==> src/common/pbc_pkg.sv <==
/*
 * Constants, types and helpers shared by the PLL bandwidth and base clock select block.
 * Assumes a single pclk domain; the crystal and VCO clocks are sampled as plain inputs.
 */
`default_nettype none

package pbc_pkg;

	// ----------------------------------------------------------------
	// register map (byte addresses on the APB)
	// ----------------------------------------------------------------
	localparam logic [7:0]  ADDR_CTRL      = 8'h00;
	localparam logic [7:0]  ADDR_BW        = 8'h04;
	localparam logic [7:0]  ADDR_PROG      = 8'h08;

	// ----------------------------------------------------------------
	// field positions and reset values
	// ----------------------------------------------------------------
	localparam int          CTRL_IRQ_EN    = 7;
	localparam int          CTRL_FLAG      = 6;
	localparam int          CTRL_ENABLE    = 5;
	localparam int          CTRL_BSEL      = 4;
	localparam logic [3:0]  CTRL_UNUSED    = 4'hf;
	localparam int          BW_AUTO        = 7;
	localparam int          BW_LOCK        = 6;
	localparam int          BW_TRACK       = 5;
	localparam logic [7:0]  PROG_RST       = 8'h11;
	localparam logic        ENABLE_RST     = 1'h1;

	// ----------------------------------------------------------------
	// lock detector: one window is REF_WIN crystal edges, tolerances in vco edges
	// ----------------------------------------------------------------
	localparam logic [3:0]  REF_WIN        = 4'h8;
	localparam logic [7:0]  LOCK_TOL       = 8'h02;
	localparam logic [7:0]  UNLOCK_TOL     = 8'h04;
	localparam logic [7:0]  TRACK_TOL      = 8'h04;
	localparam logic [7:0]  UNTRACK_TOL    = 8'h08;

	// ----------------------------------------------------------------
	// clock switch
	// ----------------------------------------------------------------
	localparam logic [1:0]  SWITCH_EDGES   = 2'h3;

	typedef enum {SEL_RUN, SEL_OLD, SEL_NEW} pbc_sel_state_e;

	function automatic logic [7:0] pbc_absdiff(input logic [7:0] a, input logic [7:0] b);
		pbc_absdiff = (a > b) ? 8'(a - b) : 8'(b - a);
	endfunction : pbc_absdiff

	function automatic logic [3:0] pbc_n_eff(input logic [3:0] n);
		pbc_n_eff = (n == 4'h0) ? 4'h1 : n;
	endfunction : pbc_n_eff

endpackage : pbc_pkg

`default_nettype wire

==> src/logic/pbc_pll_ctrl.sv <==
/*
 * APB-visible control of PLL bandwidth, lock detection and base clock selection.
 * Assumes an APB master on pclk and asynchronous crystal and VCO clock pins.
 */
`timescale 1ns/1ps
`default_nettype none


module pbc_pll_ctrl
	import pbc_pkg::*;
(
	// clock, reset, enable
	input  wire logic        pclk,
	input  wire logic        presetn,
	input  wire logic        ce,
	// apb slave
	input  wire logic        psel,
	input  wire logic        penable,
	input  wire logic        pwrite,
	input  wire logic [7:0]  paddr,
	input  wire logic [31:0] pwdata,
	output logic      [31:0] prdata,
	output logic             pready,
	output logic             pslverr,
	// source clocks
	input  wire logic        xtal_clk,
	input  wire logic        vco_clk,
	// outputs to the analog loop and the system
	output logic             base_clk_out,
	output logic             loop_active,
	output logic             filter_track,
	output logic      [3:0]  fb_mult,
	output logic      [3:0]  range_mult,
	output logic             lock_irq
);

	// ----------------------------------------------------------------
	// state
	// ----------------------------------------------------------------
	logic        lock_irq_en;
	logic        lock_change_flag;
	logic        loop_enable;
	logic        base_src_sel;
	logic        auto_mode;
	logic        lock_st;
	logic        auto_track;
	logic        manual_track;
	logic [7:0]  loop_prog_reg;
	logic [3:0]  win_cnt;
	logic [7:0]  vco_cnt;
	logic        using_vco;
	logic        xtal_rise;
	logic        vco_rise;

	// ----------------------------------------------------------------
	// apb decode
	// ----------------------------------------------------------------
	wire        acc_first = psel & penable & ~pready;
	wire        acc_done  = psel & penable & pready;
	wire        hit_ctrl  = (paddr == ADDR_CTRL);
	wire        hit_bw    = (paddr == ADDR_BW);
	wire        hit_prog  = (paddr == ADDR_PROG);
	wire        hit_any   = hit_ctrl | hit_bw | hit_prog;
	wire        wr_ctrl   = acc_done & pwrite & hit_ctrl;
	wire        wr_bw     = acc_done & pwrite & hit_bw;
	wire        wr_prog   = acc_done & pwrite & hit_prog;
	wire        rd_ctrl   = acc_done & ~pwrite & hit_ctrl;

	wire [3:0]  prog_n    = loop_prog_reg[7:4];
	wire [3:0]  prog_l    = loop_prog_reg[3:0];
	wire        l_zero    = (prog_l == 4'h0);
	wire        next_l_zero = wr_prog ? (pwdata[3:0] == 4'h0) : l_zero;

	wire [7:0]  ctrl_word = {auto_mode & lock_irq_en, auto_mode & lock_change_flag,
	                         loop_enable, base_src_sel, CTRL_UNUSED};
	wire [7:0]  bw_word   = {auto_mode, auto_mode & lock_st,
	                         auto_mode ? auto_track : manual_track, 5'h00};
	wire [7:0]  rd_byte   = hit_ctrl ? ctrl_word :
	                        hit_bw   ? bw_word   :
	                        hit_prog ? loop_prog_reg : 8'h00;

	// ----------------------------------------------------------------
	// control write interlocks
	// ----------------------------------------------------------------
	wire        wr_en_bit   = pwdata[CTRL_ENABLE];
	wire        wr_bsel_bit = pwdata[CTRL_BSEL];
	wire        en_change   = wr_ctrl & (wr_en_bit != loop_enable);
	wire        bsel_change = wr_ctrl & (wr_bsel_bit != base_src_sel);
	wire        both_change = en_change & bsel_change;
	// clearing enable is refused while base_src_sel selects the vco as base clock
	wire        next_enable = (en_change && !both_change && !(base_src_sel && !wr_en_bit))
	                          ? wr_en_bit : loop_enable;
	// setting select needs the loop already on and a usable range
	wire        bsel_req    = (bsel_change && !both_change) ? wr_bsel_bit : base_src_sel;
	wire        next_bsel   = bsel_req & loop_enable & ~next_l_zero;

	// ----------------------------------------------------------------
	// lock detector: count vco edges over a crystal window
	// ----------------------------------------------------------------
	wire        det_run     = auto_mode & loop_active;
	wire        win_end     = xtal_rise & (win_cnt == 4'(REF_WIN - 4'h1));
	wire [7:0]  vco_now     = (vco_rise && vco_cnt != 8'hff) ? 8'(vco_cnt + 8'h01) : vco_cnt;
	wire [7:0]  expect_cnt  = {4'h0, pbc_n_eff(prog_n)} * {4'h0, REF_WIN};
	wire [7:0]  err_cnt     = pbc_absdiff(vco_now, expect_cnt);
	wire        next_lock   = lock_st ? (err_cnt <= UNLOCK_TOL) : (err_cnt <= LOCK_TOL);
	wire        next_track  = auto_track ? (err_cnt <= UNTRACK_TOL)
	                                     : (err_cnt <= TRACK_TOL);
	// turning the loop off in auto mode also drops lock, which counts as a toggle
	wire        lock_drop   = auto_mode & ~loop_active & lock_st;
	wire        lock_set    = (det_run & win_end & (next_lock != lock_st)) | lock_drop;
	wire        next_filter = auto_mode ? auto_track : manual_track;

	// ----------------------------------------------------------------
	// apb answer: one wait state, data and error with pready
	// ----------------------------------------------------------------
	always_ff @(posedge pclk or negedge presetn) begin
		if (!presetn) begin
			pready  <= 1'h0;
			pslverr <= 1'h0;
			prdata  <= 32'h0000_0000;
		end else if (ce) begin
			pready  <= acc_first;
			pslverr <= acc_first & ~hit_any;
			if (acc_first) begin
				prdata <= {24'h00_0000, rd_byte};
			end
		end
	end

	// ----------------------------------------------------------------
	// software-written registers
	// ----------------------------------------------------------------
	always_ff @(posedge pclk or negedge presetn) begin
		if (!presetn) begin
			lock_irq_en   <= 1'h0;
			loop_enable   <= ENABLE_RST;
			base_src_sel  <= 1'h0;
			auto_mode     <= 1'h0;
			manual_track  <= 1'h0;
			loop_prog_reg <= PROG_RST;
		end else if (ce) begin
			loop_enable  <= next_enable;
			base_src_sel <= next_bsel;
			if (wr_ctrl && auto_mode) begin
				lock_irq_en <= pwdata[CTRL_IRQ_EN];
			end
			if (wr_bw) begin
				auto_mode <= pwdata[BW_AUTO];
			end
			// auto mode keeps the last manual value aside for when manual resumes
			if (wr_bw && !auto_mode) begin
				manual_track <= pwdata[BW_TRACK];
			end
			if (wr_prog) begin
				loop_prog_reg <= pwdata[7:0];
			end
		end
	end

	// ----------------------------------------------------------------
	// lock, tracking and change flag
	// ----------------------------------------------------------------
	always_ff @(posedge pclk or negedge presetn) begin
		if (!presetn) begin
			lock_st          <= 1'h0;
			auto_track       <= 1'h0;
			lock_change_flag <= 1'h0;
			win_cnt          <= 4'h0;
			vco_cnt          <= 8'h00;
		end else if (ce) begin
			if (!det_run) begin
				lock_st    <= 1'h0;
				auto_track <= 1'h0;
				win_cnt    <= 4'h0;
				vco_cnt    <= 8'h00;
			end else if (win_end) begin
				lock_st    <= next_lock;
				auto_track <= next_track;
				win_cnt    <= 4'h0;
				vco_cnt    <= 8'h00;
			end else begin
				win_cnt    <= xtal_rise ? 4'(win_cnt + 4'h1) : win_cnt;
				vco_cnt    <= vco_now;
			end
			// a toggle landing on the clearing read still sets the flag
			if (lock_set) begin
				lock_change_flag <= 1'h1;
			end else if (rd_ctrl) begin
				lock_change_flag <= 1'h0;
			end
		end
	end

	// ----------------------------------------------------------------
	// outputs to the loop and interrupt
	// ----------------------------------------------------------------
	always_ff @(posedge pclk or negedge presetn) begin
		if (!presetn) begin
			loop_active  <= 1'h0;
			filter_track <= 1'h0;
			fb_mult      <= 4'h1;
			range_mult   <= 4'h1;
			lock_irq     <= 1'h0;
		end else if (ce) begin
			loop_active  <= loop_enable & ~l_zero;
			filter_track <= next_filter;
			fb_mult      <= pbc_n_eff(prog_n);
			range_mult   <= prog_l;
			lock_irq     <= auto_mode & lock_irq_en & lock_change_flag;
		end
	end

	pbc_clk_sel u_clk_sel (
		.pclk         (pclk),
		.presetn      (presetn),
		.ce           (ce),
		.want_vco     (base_src_sel),
		.xtal_clk     (xtal_clk),
		.vco_clk      (vco_clk),
		.base_clk_out (base_clk_out),
		.using_vco    (using_vco),
		.xtal_rise    (xtal_rise),
		.vco_rise     (vco_rise)
	);

	// ----------------------------------------------------------------
	// checks
	// ----------------------------------------------------------------
	a_manual_no_irq: assert property (@(posedge pclk) disable iff (!presetn)
		(ce && !auto_mode) |=> !lock_irq)
		else $error("interrupt raised in manual mode");

	a_manual_no_lock: assert property (@(posedge pclk) disable iff (!presetn)
		(ce && !auto_mode) |=> !lock_st)
		else $error("lock indicated in manual mode");

	a_flag_on_toggle: assert property (@(posedge pclk) disable iff (!presetn)
		(auto_mode && lock_st != $past(lock_st)) |-> lock_change_flag)
		else $error("lock toggled without setting the change flag");

	a_flag_read_clr: assert property (@(posedge pclk) disable iff (!presetn)
		(ce && rd_ctrl && !lock_set) |=> !lock_change_flag)
		else $error("control read did not clear the change flag");

	a_vco_needs_loop: assert property (@(posedge pclk) disable iff (!presetn)
		base_src_sel |-> (loop_enable && !l_zero))
		else $error("vco selected with loop off or range zero");

	a_single_switch: assert property (@(posedge pclk) disable iff (!presetn)
		!(loop_enable != $past(loop_enable) && base_src_sel != $past(base_src_sel)))
		else $error("enable and select changed in one write");

	a_range_zero_off: assert property (@(posedge pclk) disable iff (!presetn)
		(ce && l_zero) |=> (!loop_active && !base_src_sel))
		else $error("zero range left the loop active");

	a_irq_two_steps: assert property (@(posedge pclk) disable iff (!presetn)
		(ce && lock_set && auto_mode && lock_irq_en) ##1 ce |=> lock_irq)
		else $error("lock change did not raise the interrupt");

endmodule : pbc_pll_ctrl

`default_nettype wire

==> src/logic/pbc_clk_sel.sv <==
/*
 * Glitch-free base clock selector with divide-by-two, plus edge pulses of both sources.
 * Assumes xtal_clk and vco_clk are asynchronous pins well below half the pclk rate.
 */
`timescale 1ns/1ps
`default_nettype none

module pbc_clk_sel
	import pbc_pkg::*;
(
	// clock, reset, enable
	input  wire logic pclk,
	input  wire logic presetn,
	input  wire logic ce,
	// control
	input  wire logic want_vco,
	// source clocks
	input  wire logic xtal_clk,
	input  wire logic vco_clk,
	// results
	output logic      base_clk_out,
	output logic      using_vco,
	output logic      xtal_rise,
	output logic      vco_rise
);

	logic [2:0]      xs;
	logic [2:0]      vs;
	logic [1:0]      cnt;
	pbc_sel_state_e  state;

	wire xtal_rise_c = xs[1] & ~xs[2];
	wire vco_rise_c  = vs[1] & ~vs[2];
	wire src_rise    = using_vco ? vco_rise_c : xtal_rise_c;
	wire tgt_rise    = using_vco ? xtal_rise_c : vco_rise_c;
	wire last_edge   = (cnt == 2'(SWITCH_EDGES - 2'h1));

	// ----------------------------------------------------------------
	// synchronisers: xs[0]/vs[0] feed only the second stage
	// ----------------------------------------------------------------
	always_ff @(posedge pclk or negedge presetn) begin
		if (!presetn) begin
			xs        <= 3'h0;
			vs        <= 3'h0;
			xtal_rise <= 1'h0;
			vco_rise  <= 1'h0;
		end else if (ce) begin
			xs        <= {xs[1:0], xtal_clk};
			vs        <= {vs[1:0], vco_clk};
			xtal_rise <= xtal_rise_c;
			vco_rise  <= vco_rise_c;
		end
	end

	// ----------------------------------------------------------------
	// switch sequencer: drain old source, then arm new, output frozen
	// ----------------------------------------------------------------
	// limitation: a dead old source stalls the switch; the output stays static meanwhile
	always_ff @(posedge pclk or negedge presetn) begin
		if (!presetn) begin
			state        <= SEL_RUN;
			cnt          <= 2'h0;
			using_vco    <= 1'h0;
			base_clk_out <= 1'h0;
		end else if (ce) begin
			case (state)
				SEL_RUN: begin
					if (want_vco != using_vco) begin
						state <= SEL_OLD;
						cnt   <= 2'h0;
					end else if (src_rise) begin
						base_clk_out <= ~base_clk_out;
					end
				end
				SEL_OLD: begin
					if (src_rise) begin
						cnt   <= last_edge ? 2'h0 : 2'(cnt + 2'h1);
						state <= last_edge ? SEL_NEW : SEL_OLD;
					end
				end
				SEL_NEW: begin
					if (tgt_rise) begin
						cnt   <= last_edge ? 2'h0 : 2'(cnt + 2'h1);
						state <= last_edge ? SEL_RUN : SEL_NEW;
						if (last_edge) begin
							using_vco <= ~using_vco;
						end
					end
				end
				default: state <= SEL_RUN;
			endcase
		end
	end

	a_out_stasis: assert property (@(posedge pclk) disable iff (!presetn)
		(state != SEL_RUN) |=> $stable(base_clk_out))
		else $error("base clock moved during a source switch");

	a_div_toggle: assert property (@(posedge pclk) disable iff (!presetn)
		(ce && state == SEL_RUN && want_vco == using_vco && src_rise)
			|=> base_clk_out != $past(base_clk_out))
		else $error("base clock did not toggle on a source edge");

endmodule : pbc_clk_sel

`default_nettype wire

==> config.mk <==
export PLATFORM = sky130hd
export DESIGN_NAME = pbc_pll_ctrl
export DESIGN_NICKNAME = d
export VERILOG_FILES = /design/src/common/pbc_pkg.sv /design/src/logic/pbc_pll_ctrl.sv /design/src/logic/pbc_clk_sel.sv
export SDC_FILE = /design/constraint.sdc
export NUM_CORES = 1
export LEC_CHECK = 0
export BUFFER_PORTS_ARGS = -buffer_cell sky130_fd_sc_hd__buf_4
export CAP_MARGIN = 20
export CORE_ASPECT_RATIO = 0.6
export CORE_MARGIN = 4
export CORE_UTILIZATION = 54
export CTS_CLUSTER_SIZE = 12
export DETAILED_ROUTE_END_ITERATION = 7
export HOLD_SLACK_MARGIN = 0.08
export PLACE_DENSITY = 0.8
export SYNTH_ARGS = -nofsm -noshare
export SYNTH_HDL_FRONTEND = slang
export SYNTH_SLANG_ARGS = --single-unit
==> constraint.sdc <==
create_clock -name pclk -period 4.3 [get_ports pclk]
set_input_delay 0.645 -clock pclk [delete_from_list [all_inputs] [get_ports pclk]]
set_output_delay 0.645 -clock pclk [all_outputs]
set_load 0.05 [all_outputs]
==> results.md <==
- Startpoint Class: flip-flop
- Synth Area in Compound Gates: 0.186
- Filler instances: 569
- Synthesis-stage register bit count: 63
- Mapped Cells: 428
- Initial antenna violation count: 0
- Max Freq: 0.248 GHz
- RSZ-0062 raised after global routing: no
- CP Max Fanout: 9
- Reg2reg end: lock_st$_DFFE_PN0P_
- WL final: 9440 microns
- Final period utilization: 0.938
- DP HPWL: 6880 microns
- CP Data Required Time: 4520 ps
- Post-synthesis xor/xnor area fraction: 0.0287
- DRC: 0
- Outcome: completed
- Total core area: 0.00691 sq mm
- Relative slew margins: 0.470
- Commonest non-fill, non-tap cell in the layout: dfrtp_1
- Largest net degree at the start of global routing: 64
- Dominant synthesized flop cell: dfrtp_1
- Clk sink count: 63
- Total setup buffers inserted after CTS: 0
- Hold crit path type: in2async
- Post-synthesis adder-cell area fraction: 0.0555
- Wire per inst: 16.9 microns
- Final worst path period need: 4030 ps
- Post-synthesis mux area share: 0.0816
- Hold WS: 397 ps
- MaxCap Viol Count: 0
- Fin Setup TNS: 0 ps
- Asr flop ratio synth: 1.00
- Clk Tree Root Cell: clkbuf_16
- Iter 0 DRT Violations: 319
- Final non-filler cell total: 559
- DR vias: 3,270
- CTS tree: yes
- Die width: 119 microns
- GPL Wtd Cong: 0.884
- DIE HEIGHT: 74.4 microns
- Area leader, netlist: dfrtp_1
- Placed Area: 0.00428 sq mm
- Vias/cell: 5.85
- Grt total ovfl: 0
- Dpl cells: 543
- First-pass GRT wire length: 15,900 microns
- Vias in the first global route: 3,186
- Register-to-register setup slack: 270 ps
- Total number of yosys warnings: 0
- Hold Violations, Final: 0
- Setup CP Type: reg2reg
- Row count: 23
- # port buffers: 45
- Die area: 0.00883 sq mm
- Area delta synth->final: 14.8%
- Slew Viols, Final: 0
- Power density over the cells: 366 mW/mm^2
- Synth Area in Simple Gates: 0.155
- Synth cell types: 64
- Post-synth EDFFs: 0
- Starting Density: 0.575
- CP startpoint: vco_cnt[1]$_DFFE_PN0P_
- Clock Skew: 7.16 ps
- Largest family of logic cells by synthesized area: compound AO/OA/AOI/OAI gates
- Post-route cell area: 0.00456 sq mm
- Worst-Margin Slew: 795 ps
- Part of the Yosys area used for sequential elements: 0.399
- Lkg Pwr: 0.00208 uW
- CP Capture Type: flip-flop
- Total CTS buffers: 9
- DR pass1 iterations: 5
- Most frequent cells in the layout: dfrtp_1, buf_4, nand2_1
- Synth Area per Inst: 9.28 sq um
- Layout cells sized above 1: 0.227
- Worst-Skew Late Latency: 330 ps
- Mapped Area: 0.00397 sq mm
- Clk slew on worst S/H paths: 50 ps
- Top cells by area, synth: dfrtp_1, mux2_2, ha_1, buf_4, nand2_1
- Worst EP arrival: 4250 ps
- Setup-failing EPs final: 0
- Reg2reg start: vco_cnt[1]$_DFFE_PN0P_
- Maximum clock path buffer count: 2
- Maximum VDD drop: 0.000214 V
- Reg2reg path depth: 17
- Total GRT Usage: 0.229
- Htree depth: 3
- Antenna diode count: 0
- ANT nets after route: 0
- I/O pin count: 94
- Share of the synthesized area in the top cell type: 0.365
- CP endpoint: lock_st$_DFFE_PN0P_
- Final Net Count: 532
## what timing repair did
| item | 4_1_cts | 5_1_grt |
|---|---|---|
| hold buffers | 0 | 0 |
| resized for setup | 0 | 3 |
| endpoints found under the setup margin | 0 | 3 |
| hold endpoints to repair | 0 | 0 |
## cells by family after synthesis
family	count (synthesis)
DFF	63
and+or+nand+nor	122
buffers and inverters	71
adders and majority gates	17
other	1
AOI/OAI and AO/OA	112
xor gates and xnor gates	13
muxes	29
## per-layer routing
layer / vias to the layer above / part of all wire / wire, microns / global-route usage
met2: 133 / 0.42 / 3950 / 0.333
met5: - / 0 / 0 / 0
met1: 1567 / 0.49 / 4640 / 0.332
li1: 1557 / - / - / -
met4: 0 / 0.012 / 116 / 0.0616
met3: 13 / 0.077 / 730 / 0.0707
## critical path, cell delays in order, from the launching register on
cell       delay, ps
dfrtp_1          440
ha_1             250
nand4_1          130
o21a_2           240
nand4_1          240
inv_1            130
nand3_1          100
xor2_1           270
inv_1             90
ha_2             450
nand2_1          120
a21oi_1          210
nor2_1           130
o21ai_2          260
a2111oi_1        100
a31o_2           320
a31o_1           210
a32o_1           190
## how the worst min path moves through the flow
stage | end | slack (ps) | cells past startpoint | startpoint
final | u_clk_sel.base_clk_out$_DFFE_PN0P_ | 400 | 1 | presetn
after global routing | u_clk_sel.base_clk_out$_DFFE_PN0P_ | 470 | 1 | presetn
after CTS | u_clk_sel.base_clk_out$_DFFE_PN0P_ | 430 | 1 | presetn
after detailed placement | auto_track$_DFFE_PN0P_ | 470 | 1 | auto_track$_DFFE_PN0P_
after global placement | u_clk_sel.base_clk_out$_DFFE_PN0P_ | 460 | 1 | u_clk_sel.base_clk_out$_DFFE_PN0P_
after floorplan | auto_mode$_DFFE_PN0P_ | 350 | 0 | presetn
## through the flow
| step | setup slack, ps | power, uW | utilization |
|---|---|---|---|
| 6_report | 268 | 1670 | 0.660 |
| 3_5_place_dp | 232 | 1000 | 0.619 |
| 3_3_place_gp | 369 | 991 | 0.619 |
| 2_1_floorplan | 796 | 933 | - |
| 5_1_grt | 36.7 | 1750 | 0.660 |
| 4_1_cts | 210 | 1680 | 0.659 |
## where the power goes
group          switching, uW  total (uW)  internal, uW  leakage (uW)
clock                    251         672           421      0.000134
sequential              37.7         671           634      0.000804
combinational            206         325           119       0.00114
total                    495        1670          1170       0.00208
## Yosys cell counts, types with 6 or more instances
master / instances
o21ai_0: 29
nand3_1: 15
nand2_1: 40
nand4_1: 6
dfrtp_1: 58
ha_1: 16
o2bb2ai_1: 7
a21oi_1: 25
a31oi_1: 6
nand2b_1: 11
clkbuf_1: 16
nor2b_1: 7
xnor2_1: 9
mux2_2: 24
nor2_1: 16
nor3_1: 7
buf_4: 25
inv_1: 23
## layout make-up
type	instances	area [sq um]	share of cell area
inverter	23	86.3	0.0189
tap	87	109	0.0239
clock buffer	15	268	0.0587
multi-input combinational	317	2110	0.463
clock inverter	1	5.00	0.00110
timing repair buffer	53	398	0.0872
sequential	63	1580	0.347
Note: power is estimated with default switching activity, not from simulation.
